`config.mk`:
```
export PLATFORM = sky130hd
export DESIGN_NAME = accel_sample_fifo
export DESIGN_NICKNAME = d
export VERILOG_FILES = /design/src/accel_buf_pkg.sv /design/src/accel_sample_fifo.sv
export SDC_FILE = /design/constraint.sdc
export NUM_CORES = 2
export LEC_CHECK = 0
export ABC_AREA = 1
export BUFFER_PORTS_ARGS = -buffer_cell sky130_fd_sc_hd__buf_4
export CORE_MARGIN = 4
export CORE_UTILIZATION = 45
export CTS_BUF_LIST = sky130_fd_sc_hd__clkbuf_16
export DETAILED_ROUTE_END_ITERATION = 12
export GPL_ROUTABILITY_DRIVEN = 0
export HOLD_SLACK_MARGIN = 0.08
export RECOVER_POWER = 25
export SLEW_MARGIN = 25
export SYNTH_ARGS = -nofsm -noshare
export SYNTH_HDL_FRONTEND = slang
export SYNTH_SLANG_ARGS = --single-unit
```
`constraint.sdc`:
```
create_clock -name clk -period 8.3 [get_ports clk]
set_clock_uncertainty 0.1 [all_clocks]
set_input_delay 1.66 -clock clk [delete_from_list [all_inputs] [get_ports clk]]
set_output_delay 1.66 -clock clk [all_outputs]
set_load 0.05 [all_outputs]
```
`src/accel_buf_pkg.sv`:
```
// constants and types for the acceleration frame buffer
package accel_buf_pkg;

    localparam int         AXIS_W          = 16;
    localparam int         DEPTH           = 32;
    localparam int         PTR_W           = 5;
    localparam int         CNT_W           = 6;
    localparam int         IDX_W           = 6;

    // register indexes, byte address is four times the index
    localparam logic [5:0] IDX_X_LO        = 6'h02;
    localparam logic [5:0] IDX_X_HI        = 6'h03;
    localparam logic [5:0] IDX_Y_LO        = 6'h04;
    localparam logic [5:0] IDX_Y_HI        = 6'h05;
    localparam logic [5:0] IDX_Z_LO        = 6'h06;
    localparam logic [5:0] IDX_Z_HI        = 6'h07;
    localparam logic [5:0] IDX_IRQ_STATUS  = 6'h0A;
    localparam logic [5:0] IDX_FRAME_COUNT = 6'h0E;
    localparam logic [5:0] IDX_RO_LAST     = 6'h0E;
    localparam logic [5:0] IDX_SOFT_RESET  = 6'h14;
    localparam logic [5:0] IDX_IRQ_ENABLE  = 6'h17;
    localparam logic [5:0] IDX_IRQ_MAP     = 6'h1A;
    localparam logic [5:0] IDX_IRQ_CTRL    = 6'h21;
    localparam logic [5:0] IDX_WM_LEVEL    = 6'h30;
    localparam logic [5:0] IDX_MODE_AXIS   = 6'h3E;
    localparam logic [5:0] IDX_READOUT     = 6'h3F;

    // field positions
    localparam int         MODE_HI         = 7;
    localparam int         MODE_LO         = 6;
    localparam int         AXIS_HI         = 1;
    localparam int         AXIS_LO         = 0;
    localparam int         WM_LEVEL_W      = 6;
    localparam int         OVERRUN_BIT     = 7;
    localparam int         WM_BIT          = 6;
    localparam int         FULL_BIT        = 5;
    localparam int         WM_PIN_A_BIT    = 1;
    localparam int         FULL_PIN_A_BIT  = 2;
    localparam int         FULL_PIN_B_BIT  = 5;
    localparam int         WM_PIN_B_BIT    = 6;

    // mode and axis encodings
    localparam logic [1:0] MODE_BYPASS     = 2'h0;
    localparam logic [1:0] MODE_KEEP_FIRST = 2'h1;
    localparam logic [1:0] MODE_STREAM     = 2'h2;
    localparam logic [1:0] AXIS_ALL        = 2'h0;
    localparam logic [1:0] AXIS_X          = 2'h1;
    localparam logic [1:0] AXIS_Y          = 2'h2;
    localparam logic [1:0] AXIS_Z          = 2'h3;

    localparam logic [5:0] CAP_KEEP_FIRST  = 6'h20;
    localparam logic [5:0] CAP_STREAM      = 6'h1F;
    localparam logic [5:0] CAP_BYPASS      = 6'h01;

    localparam logic [2:0] BYTES_ALL       = 3'h6;
    localparam logic [2:0] BYTES_ONE       = 3'h2;

    // reset values
    localparam logic [1:0] MODE_RESET      = 2'h0;
    localparam logic [1:0] AXIS_RESET      = 2'h0;
    localparam logic [5:0] WM_LEVEL_RESET  = 6'h00;
    localparam logic [7:0] SOFT_RESET_KEY  = 8'hB6;

    // partial frame discard gap
    localparam int         CLK_PERIOD_PS   = 5000;
    localparam int         PARTIAL_GAP_PS  = 1500000;
    localparam int         PARTIAL_GAP_CYC = (PARTIAL_GAP_PS + CLK_PERIOD_PS - 1) / CLK_PERIOD_PS;
    localparam int         GAP_W           = 9;

    typedef struct packed {
        logic [AXIS_W-1:0] x;
        logic [AXIS_W-1:0] y;
        logic [AXIS_W-1:0] z;
    } accel_frame_t;

endpackage

```
`src/accel_sample_fifo.sv`:
```
// acceleration frame buffer with AHB-Lite register slave
`timescale 1ns/1ps

// Behaviour
// - keep-first mode stops at 32 frames
// - frame holds x, y, z from one sample
// - stream mode depth 31, drops oldest
// - bypass mode is stream of depth one
// - mode 00 bypass, 01 keep-first, 10 stream
// - config writes empty buffer and clear flags
// - mode field reads back current mode
// - buffer data equals result register data
// - readout port delivers buffer bytes
// - axis field 00 all, 01 x, 10 y, 11 z
// - frame capacity independent of axis selection
// - partial frame dropped after idle gap
// - reads beyond fill level return zero
// - frame count shows frames held
// - overrun set when frame arrives while full
// - overrun survives drain, cleared by config
// - watermark when count reaches programmed level
// - watermark enabled, mapped, readable in status
// - full at 32, 31 or 1 frames
// - writes to low read-only range ignored
// - sequence-launch bits read as zero
module accel_sample_fifo
    import accel_buf_pkg::*;
(
    input  wire logic         clk,
    input  wire logic         nrst,
    input  wire logic         hsel,
    input  wire logic [31:0]  haddr,
    input  wire logic [1:0]   htrans,
    input  wire logic         hwrite,
    input  wire logic [2:0]   hsize,
    input  wire logic [31:0]  hwdata,
    input  wire logic         hready,
    output logic              hreadyout,
    output logic [31:0]       hrdata,
    output logic              hresp,
    input  wire logic         sample_valid,
    input  wire accel_frame_t sample,
    output logic              irq_pin_a,
    output logic              irq_pin_b
);

    accel_frame_t             mem [DEPTH];
    accel_frame_t             latest;
    logic [PTR_W-1:0]         wr_ptr;
    logic [PTR_W-1:0]         rd_ptr;
    logic [CNT_W-1:0]         count;
    logic [2:0]               byte_ptr;
    logic [GAP_W-1:0]         gap_cnt;
    logic                     overrun;
    logic [1:0]               mode;
    logic [1:0]               axis_sel;
    logic [WM_LEVEL_W-1:0]    wm_level;
    logic                     wm_en;
    logic                     full_en;
    logic                     wm_to_pin_a;
    logic                     wm_to_pin_b;
    logic                     full_to_pin_a;
    logic                     full_to_pin_b;
    logic                     wr_pend;
    logic [IDX_W-1:0]         wr_idx;

    logic                     addr_ok;
    logic [IDX_W-1:0]         a_idx;
    logic                     a_hi_zero;
    logic                     rd_access;
    logic                     rd_buf;
    logic                     cfg_write;
    logic                     soft_reset;
    logic                     clear;
    logic [CNT_W-1:0]         cap;
    logic                     is_full;
    logic                     wm_hit;
    logic                     wm_status;
    logic                     full_status;
    logic [2:0]               last_byte;
    logic                     gap_expire;
    logic                     pop;
    logic                     overwrite;
    logic                     push_ok;
    logic                     mem_we;
    logic [PTR_W-1:0]         mem_waddr;
    logic [7:0]               buf_byte;
    logic [7:0]               next_rdata;
    logic [AXIS_W-1:0]        sel_word;
    logic [CNT_W-1:0]         next_count;

    // bus decode
    assign addr_ok    = hsel && htrans[1] && hready;
    assign a_idx      = haddr[7:2];
    assign a_hi_zero  = (haddr[31:8] == 24'h000000);
    assign rd_access  = addr_ok && !hwrite && a_hi_zero && (a_idx == IDX_READOUT);
    assign rd_buf     = rd_access && (count != 6'h00);
    assign cfg_write  = wr_pend && ((wr_idx == IDX_MODE_AXIS) || (wr_idx == IDX_WM_LEVEL));
    assign soft_reset = wr_pend && (wr_idx == IDX_SOFT_RESET) && (hwdata[7:0] == SOFT_RESET_KEY);
    assign clear      = cfg_write || soft_reset;

    // capacity per mode, reserved code behaves as bypass
    always_comb begin
        case (mode)
            MODE_KEEP_FIRST: cap = CAP_KEEP_FIRST;
            MODE_STREAM:     cap = CAP_STREAM;
            default:         cap = CAP_BYPASS;
        endcase
    end

    assign is_full     = (count >= cap);
    assign wm_hit      = (wm_level != 6'h00) && (count >= wm_level);
    assign wm_status   = wm_en && wm_hit;
    assign full_status = full_en && is_full;
    assign last_byte   = (axis_sel == AXIS_ALL) ? BYTES_ALL - 3'h1 : BYTES_ONE - 3'h1;
    assign gap_expire  = !rd_access && (byte_ptr != 3'h0) &&
                         (gap_cnt == GAP_W'(PARTIAL_GAP_CYC - 1));
    assign pop         = (rd_buf && (byte_ptr == last_byte)) || gap_expire;
    assign overwrite   = sample_valid && is_full && !pop && (mode != MODE_KEEP_FIRST);
    assign push_ok     = sample_valid && (!is_full || pop);
    assign mem_we      = sample_valid && (clear || push_ok || overwrite);
    assign mem_waddr   = clear ? '0 : wr_ptr;

    always_comb begin
        next_count = count;
        if (push_ok && !pop) begin
            next_count = count + 6'h01;
        end else if (pop && !push_ok) begin
            next_count = count - 6'h01;
        end
    end

    // frame storage, whole frame kept whatever the axis choice
    always_ff @(posedge clk) begin
        if (mem_we) begin
            mem[mem_waddr] <= sample;
        end
    end

    // result registers hold the same values the buffer stores
    always_ff @(posedge clk) begin
        if (!nrst) begin
            latest <= '0;
        end else if (sample_valid) begin
            latest <= sample;
        end
    end

    // pointers and fill level
    always_ff @(posedge clk) begin
        if (!nrst) begin
            wr_ptr <= '0;
            rd_ptr <= '0;
            count  <= '0;
        end else if (clear) begin
            rd_ptr <= '0;
            wr_ptr <= sample_valid ? PTR_W'(1) : '0;
            count  <= sample_valid ? 6'h01 : 6'h00;
        end else begin
            if (push_ok || overwrite) begin
                wr_ptr <= wr_ptr + PTR_W'(1);
            end
            if (pop || overwrite) begin
                rd_ptr <= rd_ptr + PTR_W'(1);
            end
            count <= next_count;
        end
    end

    // overrun flag, a frame meeting a clear lands in the emptied buffer
    always_ff @(posedge clk) begin
        if (!nrst) begin
            overrun <= 1'b0;
        end else if (sample_valid && is_full && !pop && !clear) begin
            overrun <= 1'b1;
        end else if (clear) begin
            overrun <= 1'b0;
        end
    end

    // byte position within the frame being read
    always_ff @(posedge clk) begin
        if (!nrst) begin
            byte_ptr <= 3'h0;
        end else if (clear || gap_expire || overwrite) begin
            byte_ptr <= 3'h0;
        end else if (rd_buf) begin
            byte_ptr <= (byte_ptr == last_byte) ? 3'h0 : byte_ptr + 3'h1;
        end
    end

    // idle time since the last readout access
    always_ff @(posedge clk) begin
        if (!nrst) begin
            gap_cnt <= '0;
        end else if (clear || rd_access || byte_ptr == 3'h0 || gap_expire) begin
            gap_cnt <= '0;
        end else begin
            gap_cnt <= gap_cnt + GAP_W'(1);
        end
    end

    // configuration registers
    always_ff @(posedge clk) begin
        if (!nrst || soft_reset) begin
            mode          <= MODE_RESET;
            axis_sel      <= AXIS_RESET;
            wm_level      <= WM_LEVEL_RESET;
            wm_en         <= 1'b0;
            full_en       <= 1'b0;
            wm_to_pin_a   <= 1'b0;
            wm_to_pin_b   <= 1'b0;
            full_to_pin_a <= 1'b0;
            full_to_pin_b <= 1'b0;
        end else if (wr_pend && wr_idx > IDX_RO_LAST) begin
            if (wr_idx == IDX_MODE_AXIS) begin
                mode     <= hwdata[MODE_HI:MODE_LO];
                axis_sel <= hwdata[AXIS_HI:AXIS_LO];
            end else if (wr_idx == IDX_WM_LEVEL) begin
                wm_level <= hwdata[WM_LEVEL_W-1:0];
            end else if (wr_idx == IDX_IRQ_ENABLE) begin
                wm_en   <= hwdata[WM_BIT];
                full_en <= hwdata[FULL_BIT];
            end else if (wr_idx == IDX_IRQ_MAP) begin
                wm_to_pin_a   <= hwdata[WM_PIN_A_BIT];
                wm_to_pin_b   <= hwdata[WM_PIN_B_BIT];
                full_to_pin_a <= hwdata[FULL_PIN_A_BIT];
                full_to_pin_b <= hwdata[FULL_PIN_B_BIT];
            end
        end
    end

    // readout byte order x lo, x hi, y lo, y hi, z lo, z hi
    always_comb begin
        sel_word = mem[rd_ptr].x;
        if (axis_sel == AXIS_ALL) begin
            if (byte_ptr[2]) begin
                sel_word = mem[rd_ptr].z;
            end else if (byte_ptr[1]) begin
                sel_word = mem[rd_ptr].y;
            end
        end else if (axis_sel == AXIS_Y) begin
            sel_word = mem[rd_ptr].y;
        end else if (axis_sel == AXIS_Z) begin
            sel_word = mem[rd_ptr].z;
        end
        if (axis_sel == AXIS_ALL) begin
            buf_byte = (byte_ptr == 3'h1 || byte_ptr == 3'h3 || byte_ptr == 3'h5) ?
                       sel_word[15:8] : sel_word[7:0];
        end else begin
            buf_byte = byte_ptr[0] ? sel_word[15:8] : sel_word[7:0];
        end
        if (count == 6'h00) begin
            buf_byte = 8'h00;
        end
    end

    // register read mux
    always_comb begin
        next_rdata = 8'h00;
        if (!a_hi_zero) begin
            next_rdata = 8'h00;
        end else if (a_idx == IDX_X_LO) begin
            next_rdata = latest.x[7:0];
        end else if (a_idx == IDX_X_HI) begin
            next_rdata = latest.x[15:8];
        end else if (a_idx == IDX_Y_LO) begin
            next_rdata = latest.y[7:0];
        end else if (a_idx == IDX_Y_HI) begin
            next_rdata = latest.y[15:8];
        end else if (a_idx == IDX_Z_LO) begin
            next_rdata = latest.z[7:0];
        end else if (a_idx == IDX_Z_HI) begin
            next_rdata = latest.z[15:8];
        end else if (a_idx == IDX_IRQ_STATUS) begin
            next_rdata[WM_BIT]   = wm_status;
            next_rdata[FULL_BIT] = full_status;
        end else if (a_idx == IDX_FRAME_COUNT) begin
            next_rdata[OVERRUN_BIT] = overrun;
            next_rdata[6:0]         = {1'b0, count};
        end else if (a_idx == IDX_IRQ_ENABLE) begin
            next_rdata[WM_BIT]   = wm_en;
            next_rdata[FULL_BIT] = full_en;
        end else if (a_idx == IDX_IRQ_MAP) begin
            next_rdata[WM_PIN_A_BIT]   = wm_to_pin_a;
            next_rdata[WM_PIN_B_BIT]   = wm_to_pin_b;
            next_rdata[FULL_PIN_A_BIT] = full_to_pin_a;
            next_rdata[FULL_PIN_B_BIT] = full_to_pin_b;
        end else if (a_idx == IDX_SOFT_RESET || a_idx == IDX_IRQ_CTRL) begin
            next_rdata = 8'h00;
        end else if (a_idx == IDX_WM_LEVEL) begin
            next_rdata[WM_LEVEL_W-1:0] = wm_level;
        end else if (a_idx == IDX_MODE_AXIS) begin
            next_rdata[MODE_HI:MODE_LO] = mode;
            next_rdata[AXIS_HI:AXIS_LO] = axis_sel;
        end else if (a_idx == IDX_READOUT) begin
            next_rdata = buf_byte;
        end
    end

    // bus slave: zero wait, always okay
    always_ff @(posedge clk) begin
        if (!nrst) begin
            wr_pend   <= 1'b0;
            wr_idx    <= '0;
            hrdata    <= 32'h00000000;
            hreadyout <= 1'b0;
            hresp     <= 1'b0;
        end else begin
            hreadyout <= 1'b1;
            hresp     <= 1'b0;
            wr_pend   <= addr_ok && hwrite && a_hi_zero;
            wr_idx    <= a_idx;
            if (addr_ok && !hwrite) begin
                hrdata <= {24'h000000, next_rdata};
            end
        end
    end

    // interrupt pins
    always_ff @(posedge clk) begin
        if (!nrst) begin
            irq_pin_a <= 1'b0;
            irq_pin_b <= 1'b0;
        end else begin
            irq_pin_a <= (wm_status && wm_to_pin_a) || (full_status && full_to_pin_a);
            irq_pin_b <= (wm_status && wm_to_pin_b) || (full_status && full_to_pin_b);
        end
    end

endmodule

```
==> flow_summary_export.csv <==
group,metric,value,unit
floorplan,die_w,397,um
grt,grt_pass1_wl,290000,um
yosys,synthTopCellsByArea,"edfxtp_1 (68%), nand2_1 (7.9%), nand3_1 (6.1%)",
place,place.port_buffers,103,
timing,slew_headroom,-21.2,%
setup_path,arrival,5.86,ns
timing,period_minus_slack,5.49,ns
yosys,synth-seq-cells,1652,
grt,grt_use_met1,35.3,%
clock_tree,cts_hold_buf,0,
detailed_routing,dr.pass1.iters,6,
final_layout,layout-drive-gt1-share,7.53,%
setup_path,crit_path_cell_trace,"buf_4 -> nor2_1 -> nand2_1 -> nor2_1 -> nand3_1 -> nor2_2 -> a32oi_1 -> nand4_1 -> nand2_1 -> inv_2 -> nand3_1 -> a21oi_2 -> nor2_2 -> inv_2 -> nor2_2 -> nor2_4 -> nand3_1 -> nor2_4 -> buf_4",
yosys,ys_seq_area_share,71.0,%
worst_hold_path,hold_end,"gap_cnt[0]$_SDFF_PP0_",
detailed_routing,drt_wl_total,196000,um
clock_tree,cts-resized-gates,0,
setup_path,r2r-end,"mem[9][8]$_DFFE_PP_",
setup_path,r2r_start,"byte_ptr[0]$_SDFFE_PP0P_",
grt,antenna_found_initial,7,
yosys,yosysTopAreaCell,"edfxtp_1",
grt,busiest_layer,"met2",
floorplan,num_io_pins,159,
clock_tree,root_buffer,"clkbuf_16",
run_status,violations,"max-capacitance violations, max-slew violations",
clock_tree,cts_made_buffers,167,
detailed_routing,vias,45800,
clock_tree,clk_pin_slew,0.06,ns
place,place_area,70500,sq um
run_status,status,"finished, violations left",
setup_path,crit_family,"simple AND/OR/NAND/NOR gates",
setup_path,critPathBufInv,4,
floorplan,placement_rows,142,
worst_hold_path,holdPathStages,1,
power_and_ir_drop,p_total,21.2,mW
run,drv_cap,33,
timing,hold_viol_final,0,
detailed_routing,drcViolationCount,0,
detailed_routing,wire_per_inst,24.5,um
worst_hold_path,worst_hold_path_type,"register to register",
grt,gr-total-overflow,0,
clock_tree,insertion_delay,0.81,ns
grt,track_usage,24.6,%
timing,final-max-slew-violation-count,1088,
clock_tree,cts.sinks,1652,
place,dp_hpwl,103000,um
floorplan,initial_core_util,45.4,%
setup_path,slowest_stage,"nor2_4",
yosys,yosysUniqueCellTypes,44,
final_layout,final_common_cell,"edfxtp_1",
worst_hold_path,hold_start,"gap_cnt[0]$_SDFF_PP0_",
detailed_routing,dr.first_iter.drc_count,5622,
grt,met2_usage,38.3,%
yosys,yosys.area.top_type_share,67.6,%
detailed_routing,final_antenna_net_count,0,
setup_path,critPathRequiredTime,8.67,ns
setup_path,end_kind,"register",
power_and_ir_drop,p_leak,26.5,nW
final_layout,design_area,75700,sq um
clock_tree,cts_tree,"done",
yosys,syn_area,68200,sq um
setup_path,critPathMaxStageDelay,1.01,ns
floorplan,die_area,158000,sq um
timing,fmax,0.182,GHz
setup_path,reg2reg_depth,15,
timing,setup_tns,0,ns
timing,grt_setup_unrepaired,"no",
grt,grt_start_max_net_pins,188,
setup_path,cp_max_fo,19,
detailed_routing,vias_per_cell,5.71,
grt,met3_usage,4.61,%
timing,fin_ws,2.81,ns
floorplan,core_area,150000,sq um
setup_path,r2r_slack,3.18,ns
setup_path,path_class,"primary input to register",
yosys,syn_avg_cell_area,11.6,sq um
power_and_ir_drop,pwr_density_cell,280,nW/um^2
place,pre_cts_ws,2.01,ns
yosys,postSynthCellCount,5883,
setup_path,start_kind,"primary input",
yosys,synth_warnings,0,
grt,grt_pass1_vias,43200,
final_layout,area_delta_synth_final,11.0,%
final_layout,most-common-layout-cells,"edfxtp_1 (1536), nand2_1 (1438), nand3_1 (838)",
timing,fin_crit_sh,66.1,%
timing,setup-violations-final,0,
timing,worstMarginPinSlew,1.82,ns
power_and_ir_drop,ir_drop,0.196,mV
floorplan,fp.dieH,397,um
clock_tree,cts_setup_buffers,0,
final_layout,nets,6024,
clock_tree,clk_path_buf_depth,3,
clock_tree,cts_max_level,4,
[Yosys cell counts (all sizes together)]
cell	instances
o221ai	75
a21boi	2
o21a	9
edfxtp	1536
a31oi	2
nand3	838
a21oi	156
o21ai	404
conb	1
a32oi	1
nand3b	2
nor3b	3
nor2	584
fa	1
or2	4
o31ai	29
nor3	22
xor2	8
o32ai	1
dfxtp	116
ha	20
clkbuf	75
nand4	20
clkinv	6
inv	125
buf	315
o211ai	53
nand2	1438
o22ai	25
nor4	9
a211oi	2
a311oi	1
[per-layer routing]
| layer | vias to the layer above | part of all wire [%] |
|---|---|---|
| li1 | 20800 | - |
| met1 | 22600 | 43 |
| met2 | 2051 | 46 |
| met3 | 312 | 8.5 |
| met4 | 2 | 2.8 |
| met5 | - | 0.0066 |
[registers in the layout (all words and copies together), names as in the netlist, 2 cells and up, named ones only]
signal / cells
hrdata: 8
rd_ptr: 5
wr_ptr: 5
gap_cnt: 9
wm_level: 6
mem: 1536
mode: 2
count: 6
byte_ptr: 3
wr_idx: 6
latest: 48
axis_sel: 2
[metrics by stage]
stage / utilization, % / hold slack [ns] / cells
final: 50.4 / 0.351 / 8030
after global routing: 50.4 / 0.358 / 8029
after CTS: 50.4 / 0.353 / 8028
after detailed placement: 46.9 / 0.343 / 7727
after global placement: 46.9 / 0.329 / 7726
after floorplan: - / 0.318 / 5907
[final cells by class]
class	instances	area, sq um
Clock buffer	167	4180
Clock inverter	134	1150
Multi-Input combinational cell	3734	17200
Tap cell	2016	2520
Fill cell	13200	74600
Inverter	131	522
Sequential cell	1652	48500
Timing Repair Buffer	194	1630
Antenna cell	2	5.00
[power breakdown]
| part | total, mW | switching [mW] | internal [mW] | leakage, nW |
|---|---|---|---|---|
| Clock | 7.36 | 3.19 | 4.17 | 2.77 |
| Combinational | 4.47 | 3.26 | 1.21 | 8.94 |
| Sequential | 9.39 | 0.103 | 9.29 | 14.8 |
| Total | 21.2 | 6.55 | 14.7 | 26.5 |
[worst max path at each step]
| stage | from | endpoint | cells past startpoint |
|---|---|---|---|
| finish | haddr[31] | mem[9][8]$_DFFE_PP_ | 19 |
| global route | haddr[11] | mem[14][23]$_DFFE_PP_ | 19 |
| CTS | haddr[13] | mem[9][8]$_DFFE_PP_ | 19 |
| detailed placement | haddr[13] | mem[9][8]$_DFFE_PP_ | 19 |
| global placement | haddr[15] | mem[14][15]$_DFFE_PP_ | 19 |
| floorplan | haddr[23] | mem[7][0]$_DFFE_PP_ | 15 |
[cells by family after synthesis]
| logic type | count (synthesis) | share of synthesized area, % |
|---|---|---|
| XOR/XNOR | 8 | 0.103 |
| AO/OA/AOI/OAI | 760 | 6.42 |
| other | 1 | 0.00550 |
| flip-flops | 1652 | 71.0 |
| AND/OR/NAND/NOR | 2920 | 17.8 |
| buffers and inverters | 521 | 4.22 |
| adder cells (fa/ha/maj) | 21 | 0.396 |
[worst register-to-register path, stage by stage (launching register included)]
cell and delay, ns:
dfxtp_1 0.30, buf_4 0.22, inv_1 0.73, a32oi_1 0.29, nand4_1 0.18, nand2_1 0.12
inv_2 0.08, nand3_1 0.11, a21oi_2 0.22, nor2_2 0.12, inv_2 0.08, nor2_2 0.06
nor2_4 0.14, nand3_1 0.55, nor2_4 1.01, buf_4 0.46
(Power assumes the default switching activity.)
